## src/verilog/acf_pkg.sv

```systemverilog
package acf_pkg;
    localparam int ACF_ADDR_W = 6;
    localparam int ACF_SAMPLE_W = 16;
    localparam int ACF_DEPTH = 32;
    localparam int ACF_CNT_W = 6;
    localparam logic [5:0] ACF_X_LO_OFS = 6'h32;
    localparam logic [5:0] ACF_X_HI_OFS = 6'h33;
    localparam logic [5:0] ACF_Y_LO_OFS = 6'h34;
    localparam logic [5:0] ACF_Y_HI_OFS = 6'h35;
    localparam logic [5:0] ACF_Z_LO_OFS = 6'h36;
    localparam logic [5:0] ACF_Z_HI_OFS = 6'h37;
    localparam logic [5:0] ACF_CTL_OFS = 6'h38;
    localparam logic [5:0] ACF_STATUS_OFS = 6'h39;
    localparam int ACF_MODE_MSB = 7;
    localparam int ACF_MODE_LSB = 6;
    localparam int ACF_TRIG_SRC_BIT = 5;
    localparam int ACF_SAMPLES_MSB = 4;
    localparam int ACF_STATUS_TRIG_BIT = 7;
    localparam int ACF_MAP_DRDY_BIT = 2;
    localparam int ACF_MAP_WM_BIT = 1;
    localparam int ACF_MAP_OVR_BIT = 0;
    localparam logic [7:0] ACF_CTL_RST = 8'h00;
    typedef enum logic [1:0]
    {
        ACF_MODE_BYPASS = 2'b00,
        ACF_MODE_FILL = 2'b01,
        ACF_MODE_STREAM = 2'b10,
        ACF_MODE_TRIGGER = 2'b11
    } acf_mode_t;
endpackage

```

## src/verilog/acf_sticky_flag.sv

```systemverilog
`timescale 1ns/1ps
module acf_sticky_flag
(
    input wire logic clk_in,
    input wire logic sys_rst_in,
    input wire logic set_in,
    input wire logic clr_in,
    output logic flag_out
);
    // Set wins so an event landing on a clearing read is kept
    always_ff @(posedge clk_in or posedge sys_rst_in)
    begin
        if (sys_rst_in)
            flag_out <= 1'b0;
        else if (set_in)
            flag_out <= 1'b1;
        else if (clr_in)
            flag_out <= 1'b0;
    end
endmodule

```

## src/verilog/acf_sample_fifo.sv

```systemverilog
`timescale 1ns/1ps
module acf_sample_fifo
#(
    parameter int WIDTH = 48,
    parameter int DEPTH = 32,
    parameter int CNT_W = 6
)
(
    input wire logic clk_in,
    input wire logic sys_rst_in,
    input wire logic flush_in,
    input wire logic wr_valid_in,
    output logic wr_ready_out,
    input wire logic [WIDTH-1:0] wr_data_in,
    output logic rd_valid_out,
    input wire logic rd_ready_in,
    output logic [WIDTH-1:0] rd_data_out,
    output logic [CNT_W-1:0] count_out
);
    localparam int PTR_W = $clog2(DEPTH);

    if (DEPTH < 2 || (1 << PTR_W) != DEPTH || CNT_W < PTR_W + 1
        || WIDTH < 1)
    begin
        $error("fifo depth must be a power of two and fit the count");
    end

    logic [WIDTH-1:0] mem_reg [DEPTH];
    logic [PTR_W-1:0] wr_ptr_reg;
    logic [PTR_W-1:0] rd_ptr_reg;
    wire full = count_out == CNT_W'(DEPTH);
    wire do_pop = rd_valid_out & rd_ready_in;
    // A full buffer still takes a word when the head leaves this cycle
    wire do_push = wr_valid_in & wr_ready_out;

    assign rd_valid_out = count_out != '0;
    assign wr_ready_out = ~full | rd_ready_in;
    assign rd_data_out = mem_reg[rd_ptr_reg];

    always_ff @(posedge clk_in)
    begin
        if (do_push)
            mem_reg[wr_ptr_reg] <= wr_data_in;
    end

    always_ff @(posedge clk_in or posedge sys_rst_in)
    begin
        if (sys_rst_in)
        begin
            wr_ptr_reg <= '0;
            rd_ptr_reg <= '0;
            count_out <= '0;
        end
        else if (flush_in)
        begin
            wr_ptr_reg <= '0;
            rd_ptr_reg <= '0;
            count_out <= '0;
        end
        else
        begin
            if (do_push)
                wr_ptr_reg <= wr_ptr_reg + 1'b1;
            if (do_pop)
                rd_ptr_reg <= rd_ptr_reg + 1'b1;
            if (do_push & ~do_pop)
                count_out <= count_out + 1'b1;
            else if (do_pop & ~do_push)
                count_out <= count_out - 1'b1;
        end
    end
endmodule

```

## src/verilog/acf_output_buffer.sv

```systemverilog
`timescale 1ns/1ps
module acf_output_buffer
    import acf_pkg::*;
#(
    parameter int SAMPLE_W = acf_pkg::ACF_SAMPLE_W,
    parameter int DEPTH = acf_pkg::ACF_DEPTH
)
(
    input wire logic clk_in,
    input wire logic sys_rst_in,
    // Register port
    input wire logic [acf_pkg::ACF_ADDR_W-1:0] reg_addr_in,
    input wire logic reg_wr_in,
    input wire logic [7:0] reg_wdata_in,
    input wire logic reg_rd_in,
    input wire logic reg_txn_in,
    output logic [7:0] reg_rdata_out,
    // Sample source
    input wire logic sample_valid_in,
    output logic sample_ready_out,
    input wire logic [SAMPLE_W-1:0] sample_x_in,
    input wire logic [SAMPLE_W-1:0] sample_y_in,
    input wire logic [SAMPLE_W-1:0] sample_z_in,
    // Device context
    input wire logic sleep_in,
    input wire logic [2:0] int_map_in,
    input wire logic first_interrupt_line_in,
    input wire logic second_interrupt_line_in,
    output logic data_ready_flag_out,
    output logic watermark_flag_out,
    output logic overrun_flag_out,
    output logic first_line_req_out,
    output logic second_line_req_out
);
    import acf_pkg::*;

    localparam int WORD_W = 3 * SAMPLE_W;

    // Byte map fixes the sample width; status count limits the depth
    if (SAMPLE_W != 16 || DEPTH < 2 || DEPTH > 32
        || (1 << $clog2(DEPTH)) != DEPTH
        || ACF_CNT_W < $clog2(DEPTH) + 1)
    begin
        $error("sample width must be 16, depth a power of two to 32");
    end

    logic [7:0] ctl_reg;
    logic trig_seen_reg;
    logic first_dly_reg;
    logic second_dly_reg;
    logic txn_dly_reg;
    logic pop_pend_reg;
    logic out_valid_reg;
    logic [WORD_W-1:0] out_data_reg;
    logic [7:0] rdata_reg;
    logic ready_reg;
    logic first_req_reg;
    logic second_req_reg;

    wire [ACF_CNT_W-1:0] fifo_count;
    wire fifo_wr_ready;
    wire fifo_rd_valid;
    wire [WORD_W-1:0] fifo_rd_data;
    wire flag_drdy;
    wire flag_wm;
    wire flag_ovr;

    // Control field decode
    wire [1:0] mode = ctl_reg[ACF_MODE_MSB:ACF_MODE_LSB];
    wire trig_src = ctl_reg[ACF_TRIG_SRC_BIT];
    wire [4:0] samples = ctl_reg[ACF_SAMPLES_MSB:0];
    wire [ACF_CNT_W-1:0] samples_ext = {1'b0, samples};
    wire is_bypass = mode == ACF_MODE_BYPASS;
    wire is_fill = mode == ACF_MODE_FILL;
    wire is_stream = mode == ACF_MODE_STREAM;
    wire is_trig = mode == ACF_MODE_TRIGGER;

    // Register access decode
    wire ctl_wr = reg_wr_in & (reg_addr_in == ACF_CTL_OFS);
    wire [1:0] wr_mode = reg_wdata_in[ACF_MODE_MSB:ACF_MODE_LSB];
    wire mode_change = ctl_wr & (wr_mode != mode);
    wire zero_wr = ctl_wr & (reg_wdata_in[ACF_SAMPLES_MSB:0] == 5'h00);
    wire data_addr = (reg_addr_in >= ACF_X_LO_OFS)
        & (reg_addr_in <= ACF_Z_HI_OFS);
    wire data_rd = reg_rd_in & data_addr;
    // Pop only at the end of the transaction, so a burst sees one sample
    wire txn_end = txn_dly_reg & ~reg_txn_in;
    wire host_pop = txn_end & (pop_pend_reg | (data_rd & txn_dly_reg));

    // Trigger capture from the selected line; each line keeps its own
    // history so flipping the source bit cannot fake an edge
    wire first_rise = first_interrupt_line_in & ~first_dly_reg;
    wire second_rise = second_interrupt_line_in & ~second_dly_reg;
    wire line_rise = trig_src ? second_rise : first_rise;
    wire trig_event = is_trig & ~trig_seen_reg & line_rise;

    // Sample routing
    wire [WORD_W-1:0] sample_word = {sample_z_in, sample_y_in, sample_x_in};
    wire sample_take = sample_valid_in & ~sleep_in & ~is_bypass;
    wire fifo_full = fifo_count == ACF_CNT_W'(DEPTH);
    wire pre_limit = is_trig & ~trig_seen_reg
        & (fifo_count >= samples_ext) & (samples != 5'h00);
    // Output stage is the extra readable entry beyond the buffer
    wire out_free = ~out_valid_reg | host_pop;
    wire load_out = ~is_bypass & fifo_rd_valid & out_free & ~reg_txn_in;
    wire bypass_load = is_bypass & sample_valid_in & ~reg_txn_in;
    // A head that moves into the output stage is kept, not dropped
    wire discard = sample_take & fifo_rd_valid & ~load_out
        & ((is_stream & fifo_full) | pre_limit);
    wire fifo_rd_ready = load_out | discard;
    // Fill-once and post-trigger storage drop the sample when full
    wire sample_lost = sample_take & ~fifo_wr_ready;
    // Bypass cannot refresh the output mid-burst, so that sample is lost
    wire bypass_lost = is_bypass & sample_valid_in & reg_txn_in;
    wire overrun_evt = sample_lost | discard | bypass_lost
        | (bypass_load & out_valid_reg & ~host_pop);
    wire drdy_evt = (load_out | bypass_load) & ~sleep_in;
    wire wm_cond = (is_fill | is_stream) & fifo_count != '0
        & (fifo_count >= samples_ext);
    wire wm_set = wm_cond | zero_wr;

    // Read data selection
    wire [15:0] x_word = out_data_reg[SAMPLE_W-1:0];
    wire [15:0] y_word = out_data_reg[2*SAMPLE_W-1:SAMPLE_W];
    wire [15:0] z_word = out_data_reg[3*SAMPLE_W-1:2*SAMPLE_W];
    wire [7:0] status_byte = {trig_seen_reg, 1'b0, fifo_count};
    logic [7:0] rd_mux;

    always_comb
    begin
        case (reg_addr_in)
            ACF_X_LO_OFS: rd_mux = x_word[7:0];
            ACF_X_HI_OFS: rd_mux = x_word[15:8];
            ACF_Y_LO_OFS: rd_mux = y_word[7:0];
            ACF_Y_HI_OFS: rd_mux = y_word[15:8];
            ACF_Z_LO_OFS: rd_mux = z_word[7:0];
            ACF_Z_HI_OFS: rd_mux = z_word[15:8];
            ACF_CTL_OFS: rd_mux = ctl_reg;
            ACF_STATUS_OFS: rd_mux = status_byte;
            default: rd_mux = 8'h00;
        endcase
    end

    // Route flags to the two interrupt lines
    wire [2:0] flags_vec = {flag_drdy, flag_wm, flag_ovr};
    wire first_req_next = |(flags_vec & ~int_map_in);
    wire second_req_next = |(flags_vec & int_map_in);

    acf_sample_fifo
    #(
        .WIDTH(WORD_W),
        .DEPTH(DEPTH),
        .CNT_W(ACF_CNT_W)
    )
    u_fifo
    (
        .clk_in(clk_in),
        .sys_rst_in(sys_rst_in),
        .flush_in(mode_change),
        .wr_valid_in(sample_take),
        .wr_ready_out(fifo_wr_ready),
        .wr_data_in(sample_word),
        .rd_valid_out(fifo_rd_valid),
        .rd_ready_in(fifo_rd_ready),
        .rd_data_out(fifo_rd_data),
        .count_out(fifo_count)
    );

    acf_sticky_flag u_drdy
    (
        .clk_in(clk_in),
        .sys_rst_in(sys_rst_in),
        .set_in(drdy_evt),
        .clr_in(host_pop & ~fifo_rd_valid),
        .flag_out(flag_drdy)
    );

    acf_sticky_flag u_wm
    (
        .clk_in(clk_in),
        .sys_rst_in(sys_rst_in),
        .set_in(wm_set),
        .clr_in(host_pop),
        .flag_out(flag_wm)
    );

    acf_sticky_flag u_ovr
    (
        .clk_in(clk_in),
        .sys_rst_in(sys_rst_in),
        .set_in(overrun_evt),
        .clr_in(host_pop),
        .flag_out(flag_ovr)
    );

    always_ff @(posedge clk_in or posedge sys_rst_in)
    begin
        if (sys_rst_in)
            ctl_reg <= ACF_CTL_RST;
        else if (ctl_wr)
            ctl_reg <= reg_wdata_in;
    end

    always_ff @(posedge clk_in or posedge sys_rst_in)
    begin
        if (sys_rst_in)
            trig_seen_reg <= 1'b0;
        else if (trig_event)
            trig_seen_reg <= 1'b1;
        else if (mode_change)
            trig_seen_reg <= 1'b0;
    end

    always_ff @(posedge clk_in or posedge sys_rst_in)
    begin
        if (sys_rst_in)
            txn_dly_reg <= 1'b0;
        else
            txn_dly_reg <= reg_txn_in;
    end

    // Lines idle low, so a zero history gives no edge after reset
    always_ff @(posedge clk_in or posedge sys_rst_in)
    begin
        if (sys_rst_in)
        begin
            first_dly_reg <= 1'b0;
            second_dly_reg <= 1'b0;
        end
        else
        begin
            first_dly_reg <= first_interrupt_line_in;
            second_dly_reg <= second_interrupt_line_in;
        end
    end

    // Any data byte read in the transaction arms one pop
    always_ff @(posedge clk_in or posedge sys_rst_in)
    begin
        if (sys_rst_in)
            pop_pend_reg <= 1'b0;
        else if (txn_end)
            pop_pend_reg <= 1'b0;
        else if (data_rd)
            pop_pend_reg <= 1'b1;
    end

    always_ff @(posedge clk_in or posedge sys_rst_in)
    begin
        if (sys_rst_in)
        begin
            out_valid_reg <= 1'b0;
            out_data_reg <= '0;
        end
        else if (load_out)
        begin
            out_valid_reg <= 1'b1;
            out_data_reg <= fifo_rd_data;
        end
        else if (bypass_load)
        begin
            // Bypass still refreshes output while asleep
            out_valid_reg <= 1'b1;
            out_data_reg <= sample_word;
        end
        else if (host_pop)
            out_valid_reg <= 1'b0;
    end

    always_ff @(posedge clk_in or posedge sys_rst_in)
    begin
        if (sys_rst_in)
            rdata_reg <= 8'h00;
        else if (reg_rd_in)
            rdata_reg <= rd_mux;
    end

    // Advisory: the sensor never waits, refused samples count as overrun except while asleep outside bypass, when they are ignored
    always_ff @(posedge clk_in or posedge sys_rst_in)
    begin
        if (sys_rst_in)
        begin
            ready_reg <= 1'b0;
            first_req_reg <= 1'b0;
            second_req_reg <= 1'b0;
        end
        else
        begin
            ready_reg <= ~sleep_in & (is_bypass | is_stream | ~fifo_full);
            first_req_reg <= first_req_next;
            second_req_reg <= second_req_next;
        end
    end

    assign reg_rdata_out = rdata_reg;
    assign sample_ready_out = ready_reg;
    assign data_ready_flag_out = flag_drdy;
    assign watermark_flag_out = flag_wm;
    assign overrun_flag_out = flag_ovr;
    assign first_line_req_out = first_req_reg;
    assign second_line_req_out = second_req_reg;
endmodule

```

## config.mk

```make
export PLATFORM = sky130hd
export DESIGN_NAME = acf_output_buffer
export DESIGN_NICKNAME = d
export VERILOG_FILES = /design/src/verilog/acf_pkg.sv /design/src/verilog/acf_sticky_flag.sv /design/src/verilog/acf_sample_fifo.sv /design/src/verilog/acf_output_buffer.sv
export SDC_FILE = /design/constraint.sdc
export NUM_CORES = 1
export LEC_CHECK = 0
export BUFFER_PORTS_ARGS = -buffer_cell sky130_fd_sc_hd__buf_2
export CAP_MARGIN = 20
export CORE_MARGIN = 2
export CORE_UTILIZATION = 55
export CTS_CLUSTER_SIZE = 24
export DETAILED_ROUTE_END_ITERATION = 10
export GPL_TIMING_DRIVEN = 0
export HOLD_SLACK_MARGIN = 0.08
export PLACE_DENSITY_LB_ADDON = 0.2
export SYNTH_ARGS = -nofsm -noshare
export SYNTH_HDL_FRONTEND = slang
export SYNTH_HIERARCHICAL = 1
export SYNTH_SLANG_ARGS = --single-unit
export TNS_END_PERCENT = 5
```

## constraint.sdc

```tcl
create_clock -name clk_in -period 12.5 [get_ports clk_in]
set_input_delay 1.875 -clock clk_in [delete_from_list [all_inputs] [get_ports clk_in]]
set_output_delay 1.875 -clock clk_in [all_outputs]
set_load 0.02 [all_outputs]
```

# After elaboration in Yosys (flattened, before gate mapping)

Memories as Yosys holds them, arrays and structs flattened.
Index checks and enable logic that the tools add are counted.
W data, S select, Z words.

Reductions and logical operators: 16
Add/subtract/negate cells: 4
Magnitude comparators: 3
Multiplexer cells: 24
Equal/unequal tests: 13
Bitwise logic cells: 68

Operators by type and width:

| kind                  | number |
|---|---|
| $mux W48              | 2 |
| $pmux W8 S8           | 1 |
| $eq A6 B6 Y1 const B  | 9 |
| $and A1 B1 Y1         | 38 |
| $mux W5               | 4 |
| $mux W6               | 3 |
| $reduce_bool A2 Y1    | 8 |
| $mux W1               | 14 |
| $not A1 Y1            | 14 |
| $or A1 B1 Y1          | 13 |
| $add A5 B1 Y5 const B | 2 |
| $add A6 B1 Y6 const B | 1 |
| $and A3 B3 Y3         | 2 |
| $ge A6 B5 Y1          | 1 |
| $ge A6 B6 Y1 const B  | 1 |
| $le A6 B6 Y1 const B  | 1 |
| $reduce_bool A3 Y1    | 2 |
| $reduce_bool A6 Y1    | 1 |
| $reduce_or A3 Y1      | 2 |
| $sub A6 B1 Y6 const B | 1 |
| $logic_not A5 Y1      | 1 |
| $reduce_bool A5 Y1    | 1 |
| $eq A2 B2 Y1 const B  | 2 |
| $not A3 Y3            | 1 |
| other kinds (3)       | 3 |

Word-level logic and storage cells: 147
Input port bits: 74
Bits in registers: 92
Output and inout bits: 14
RAM bits: 1536
Memories kept: 1

Memories:

| name           | depth | width | rd ports | clocked after memory_dff | wr ports | line                  | source |
|---|---|---|---|---|---|---|---|
| u_fifo.mem_reg | 32    | 48    | 1        | 0                        | 1        | acf_sample_fifo.sv:28 | `logic [WIDTH-1:0] mem_reg [DEPTH];` |

# Depth between registers and ports, before layout

Depth in word-level cells: 20
Depth in mapped cells: 18
Mapped depth without buffers: 16

# Modules after synthesis

The synthesis kept the hierarchy.

By module, submodules not included:

| module            | instances | sequential area each (sq um) | cells an instance | area each (sq um) |
|---|---|---|---|---|
| acf_sample_fifo   | 1         | 46524.6                      | 2928              | 59829.9 |
| acf_output_buffer | 1         | 1826.8                       | 353               | 4357.9 |
| acf_sticky_flag   | 3         | 25.0                         | 4                 | 40.0 |

# Least setup slack after synthesis

Ideal clock, no wire load.

Path type: input port to flip-flop
From: in reg_addr_in[3] (netlist bit)
To: mem u_fifo.mem_reg[31][0], enable pin
Slack: 5.875 ns
Data arrival time: 6.171 ns
Stages: 12
Setup time: 0.454 ns
Buffers on the path: 4
Cells stage by stage: buf_2 o41ai_4 nand2_1 a2111o_1 buf_6 buf_6 nand2_1 nand2b_1 o31a_1 clkbuf_1 nand2_1 nor2_1

Word-level cells in the longest chain between the ends: 17

Ends and longest elaborated chain:

| element                                      | line                                             | source |
|---|---|---|
| from (decl)                                  | acf_output_buffer.sv:12                          | `input wire logic [acf_pkg::ACF_ADDR_W-1:0] reg_addr_in,` |
| $ge A6 B6 Y1 or $le A6 B6 Y1 (tied branches) | acf_output_buffer.sv:83, acf_output_buffer.sv:84 |  |
| $and A1 B1 Y1 *                              | acf_output_buffer.sv:84                          | `& (reg_addr_in <= ACF_Z_HI_OFS);` |
| $and A1 B1 Y1 *                              | acf_output_buffer.sv:85                          | `wire data_rd = reg_rd_in & data_addr;` |
| $and A1 B1 Y1 *                              | acf_output_buffer.sv:88                          | `wire host_pop = txn_end & (pop_pend_reg \| (data_rd & txn_dly_reg));` |
| $or A1 B1 Y1 *                               | acf_output_buffer.sv:88                          |  |
| $and A1 B1 Y1 *                              | acf_output_buffer.sv:88                          |  |
| $or A1 B1 Y1 *                               | acf_output_buffer.sv:104                         | `wire out_free = ~out_valid_reg \| host_pop;` |
| $and A1 B1 Y1 * (2 in series)                | acf_output_buffer.sv:105                         | `wire load_out = ~is_bypass & fifo_rd_valid & out_free & ~reg_txn_in;` |
| $not A1 Y1                                   | acf_output_buffer.sv:108                         | `wire discard = sample_take & fifo_rd_valid & ~load_out` |
| $and A1 B1 Y1                                | acf_output_buffer.sv:108                         |  |
| $and A1 B1 Y1                                | acf_output_buffer.sv:109                         | `& ((is_stream & fifo_full) \| pre_limit);` |
| $or A1 B1 Y1 *                               | acf_output_buffer.sv:110                         | `wire fifo_rd_ready = load_out \| discard;` |
| via fifo_rd_ready                            | acf_output_buffer.sv:110                         |  |
| $or A1 B1 Y1 *                               | acf_sample_fifo.sv:37                            | `assign wr_ready_out = ~full \| rd_ready_in;` |
| $and A1 B1 Y1 *                              | acf_sample_fifo.sv:34                            | `wire do_push = wr_valid_in & wr_ready_out;` |
| $mux W1 *                                    | acf_sample_fifo.sv:42                            | `if (do_push)` |
| $mux W1 (not written as such) *              | acf_sample_fifo.sv:43                            | `mem_reg[wr_ptr_reg] <= wr_data_in;` |
| to (decl)                                    | acf_sample_fifo.sv:28                            |  |

The timed path passes the listed nets; every way through them passes the cells marked *.

# Final worst setup path

From: in reg_rd_in
To: mem u_fifo.mem_reg[3][21], enable pin

Word-level cells in the longest chain between the ends: 15

Ends and longest elaborated chain:

| element                         | line                     | source |
|---|---|---|
| from (decl)                     | acf_output_buffer.sv:15  | `input wire logic reg_rd_in,` |
| $and A1 B1 Y1 *                 | acf_output_buffer.sv:85  |  |
| $and A1 B1 Y1 *                 | acf_output_buffer.sv:88  |  |
| $or A1 B1 Y1 *                  | acf_output_buffer.sv:88  |  |
| $and A1 B1 Y1 *                 | acf_output_buffer.sv:88  |  |
| $or A1 B1 Y1 *                  | acf_output_buffer.sv:104 |  |
| $and A1 B1 Y1 * (2 in series)   | acf_output_buffer.sv:105 |  |
| $not A1 Y1                      | acf_output_buffer.sv:108 |  |
| $and A1 B1 Y1                   | acf_output_buffer.sv:108 |  |
| $and A1 B1 Y1                   | acf_output_buffer.sv:109 |  |
| $or A1 B1 Y1 *                  | acf_output_buffer.sv:110 |  |
| via fifo_rd_ready               | acf_output_buffer.sv:110 |  |
| $or A1 B1 Y1 *                  | acf_sample_fifo.sv:37    |  |
| $and A1 B1 Y1 *                 | acf_sample_fifo.sv:34    |  |
| $mux W1 *                       | acf_sample_fifo.sv:42    |  |
| $mux W1 (not written as such) * | acf_sample_fifo.sv:43    |  |

Marks and branches as above.

==> out/results.txt <==
DIE AREA - 120,000 µm²
cell with the most instances after synthesis - edfxtp_1
Detail Route Antenna Nets - 0
pre-CTS setup slack - 5.80 ns
Synth Register Bits - 1,628
post_cts resized - 0
YS warnings - 6
CTS Buffer Depth - 3
Startpoint Class - input pin
vias in the first global route - 34,900
register area - 48,400 µm²
post-synth cell types - 66
Syn Nets - 3,385
most frequent cells after synthesis - 1,536 x edfxtp_1, 488 x mux2i_1, 192 x mux4_2
CTS tree - done
flop-to-flop setup slack - 7.24 ns
destination of the worst hold path - u_wm/flag_out
register area share after synthesis - 0.753
crit-path max FO - 18
final setup fails - 0
Metal-1 WL - 68,000 µm
Initial Utilization - 0.554
worst flop-to-flop path startpoint - u_fifo/count_out[1]
# rows - 125
Top Metal Used - met5
Final Cycle Share - 0.493
Critical Path Sink Type - register
unrepaired setup endpoints after global routing - false
port bufs - 85
initial antenna violation count - 11
Synth async-reset ratio - 0.0565
worst setup margin - 6.34 ns
H-tree levels - 4
Final nets - 3,716
Syn-to-layout area delta - 14.7%
top cells by area, synth - edfxtp_1 72%, mux2i_1 7.6%, mux4_2 6.7%, dfrtp_1 3.6%, a22oi_1 1.1%
CP Depth - 15
MaxCap Viol Count - 0
dominant synthesized flop cell - edfxtp_1
share of layout cells above drive strength 1 - 0.209
R2R Path End - u_fifo/mem_reg[3][21]
WS Path Type - in -> reg
Die Y - 346 µm
Worst Tran Pin Value - 1.28 ns
I/O pin total - 88
Worst Path Required - 12.96 ns
pwr dens - 196 nW/µm²
worst min-delay path startpoint - u_wm/flag_out
hold buffers post-CTS - 0
cell type with the largest total area after synthesis - edfxtp_1
Core ar. - 116,000 µm²
Largest stage delay, worst path - 0.83 ns
reg2reg path depth - 16
total grt overflow - 0
root buffer cell - clkbuf_16
met2 wire length - 84,200 µm
clk slew on worst S/H paths - 0.06 ns
clk_lat worst skew - 0.77 ns
Placed Cells - 4,977
multi-input logic area - 15,200 µm²
pin count of the biggest net entering global routing - 46
Final Power - 14.5 mW
first-pass GRT wire length - 250,000 µm
top cell type's share of synthesized area - 0.717
DR WL met3 - 18,000 µm
Die Wd - 346 µm
fmax - 162 MHz
max reg flops - 1,536
final wirelength - 177,000 µm
WL per Instance - 33.4 µm
Hold/Removal Path Class - reg -> reg
routed vias/inst - 6.60
total negative slack - 0 ns
kind of cell adding the most delay to the critical path - simple AND/OR/NAND/NOR gates
Crit path buffers/inverters - 7
Post-CTS Setup Bufs - 0
Rel. slew slack - 0.146
crit-path cells - buf_2 > inv_2 > o41ai_4 > nand2_1 > a2111o_1 > buf_6 > buf_6 > nand2_1 > nand2b_1 > o31a_1 > clkbuf_1 > nand2_1 > nor2_4 > buf_12 > buf_12
EDFF count, synth - 1,536
post-synthesis cell area - 64,300 µm²
leak pwr - 23.5 nW
crit path DAT - 6.61 ns
Cells after Synth - 3,293
DR DRC count - 0
peak supply drop - 161 µV
drt pass-1 iters - 6
most frequent CP cell - nand2_1
GRT Overall Usage - 0.295
Avg Synthesized Cell Area - 19.5 µm²
Worst Clk Skew - 0.0218 ns
minimum clock period - 6.16 ns
Post-Layout Cell Count - 5,285
DP HPWL - 119,000 µm
total number of vias - 34,900
CTS Buf Count - 160
fin. max-slew vios - 0
RD Place Congestion - 0.901
Fill cells - 7,771
Hold Fails Final Rpt - 0
Hold Crit Depth - 1
CP max stage cell - nor2_4
status - complete, no violations
Sink Count - 1,628
DR iter-0 viols - 4,392
final core utilization - 0.635
[layout make-up]
| cell class | count | area share |
|---|---|---|
| flip-flops and latches | 1628 | 0.657 |
| multi-input cells | 1446 | 0.206 |
| clock buffers | 198 | 0.0576 |
| repair buffers | 169 | 0.0293 |
| well taps | 1524 | 0.0259 |
| clock inverters | 94 | 0.0116 |
| plain buffers | 186 | 0.0109 |
| inverters | 33 | 0.00171 |
| diodes | 7 | 0.000238 |
[worst max path at each step]
stage,start,to
finish,reg_rd_in,u_fifo/mem_reg[3][21]
global route,reg_rd_in,u_fifo/mem_reg[22][17]
CTS,reg_rd_in,u_fifo/mem_reg[20][10]
detailed placement,reg_rd_in,u_fifo/mem_reg[20][23]
global placement,reg_rd_in,u_fifo/mem_reg[11][21]
floorplan,reg_addr_in[3],u_fifo/mem_reg[31][0]
[routing by layer]
metal  vias to the layer above  global-route usage
li1                      14200                   -
met1                     18300               0.411
met2                      2044               0.470
met3                       331              0.0587
met4                         4               0.103
met5                         -                   0
[layout by cell type (no fill, tap or decap), drive strengths merged, types with 8 or more instances in the layout]
| cell | synthesis | layout |
|---|---|---|
| edfxtp | 1536 | 1536 |
| mux2i | 488 | 488 |
| clkbuf | 91 | 289 |
| buf | 95 | 264 |
| mux4 | 192 | 192 |
| mux2 | 104 | 104 |
| a22oi | 98 | 98 |
| dfrtp | 92 | 92 |
| nand2 | 74 | 74 |
| clkinv | 0 | 73 |
| a22o | 64 | 64 |
| nor2 | 61 | 61 |
| a21oi | 58 | 58 |
| a31oi | 53 | 53 |
| o221ai | 50 | 50 |
| inv | 33 | 38 |
| nor3 | 37 | 37 |
| and3 | 19 | 19 |
| ha | 17 | 17 |
| bufinv | 0 | 13 |
| o21ai | 13 | 13 |
| nor2b | 10 | 10 |
| nand2b | 8 | 8 |
| xnor2 | 8 | 8 |
[per-stage QoR]
stage                     hold WS [ns]  area, µm²
final                            0.535      73700
after global routing             0.565      73700
after global placement           0.511      66600
after floorplan                  0.500      64300
after CTS                        0.535      73600
after detailed placement         0.522      68500
[worst reg2reg max path: stages, from the launching register on]
cell,delay [ns]
dfrtp_1,0.57
or4_1,0.19
buf_2,0.17
or3_1,0.13
buf_6,0.15
inv_1,0.07
a2111o_1,0.35
buf_6,0.19
buf_6,0.20
nand2_1,0.18
nand2b_1,0.24
o31a_1,0.21
clkbuf_1,0.35
nand2_1,0.59
nor2_4,0.83
buf_12,0.29
buf_12,0.22
[logic make-up after synthesis]
logic type               synth area share
adder cells (fa/ha/maj)           0.00362
XOR/XNOR                          0.00204
buffers and inverters              0.0145
multiplexers                        0.164
flip-flops                          0.753
AND/OR/NAND/NOR                    0.0192
AO/OA/AOI/OAI                      0.0434
[power by group]
| part | internal, mW | switching [mW] |
|---|---|---|
| Clock | 2.69 | 2.00 |
| Sequential | 6.08 | 0.153 |
| Combinational | 1.46 | 2.07 |
Power figures use the tool's default switching activity.
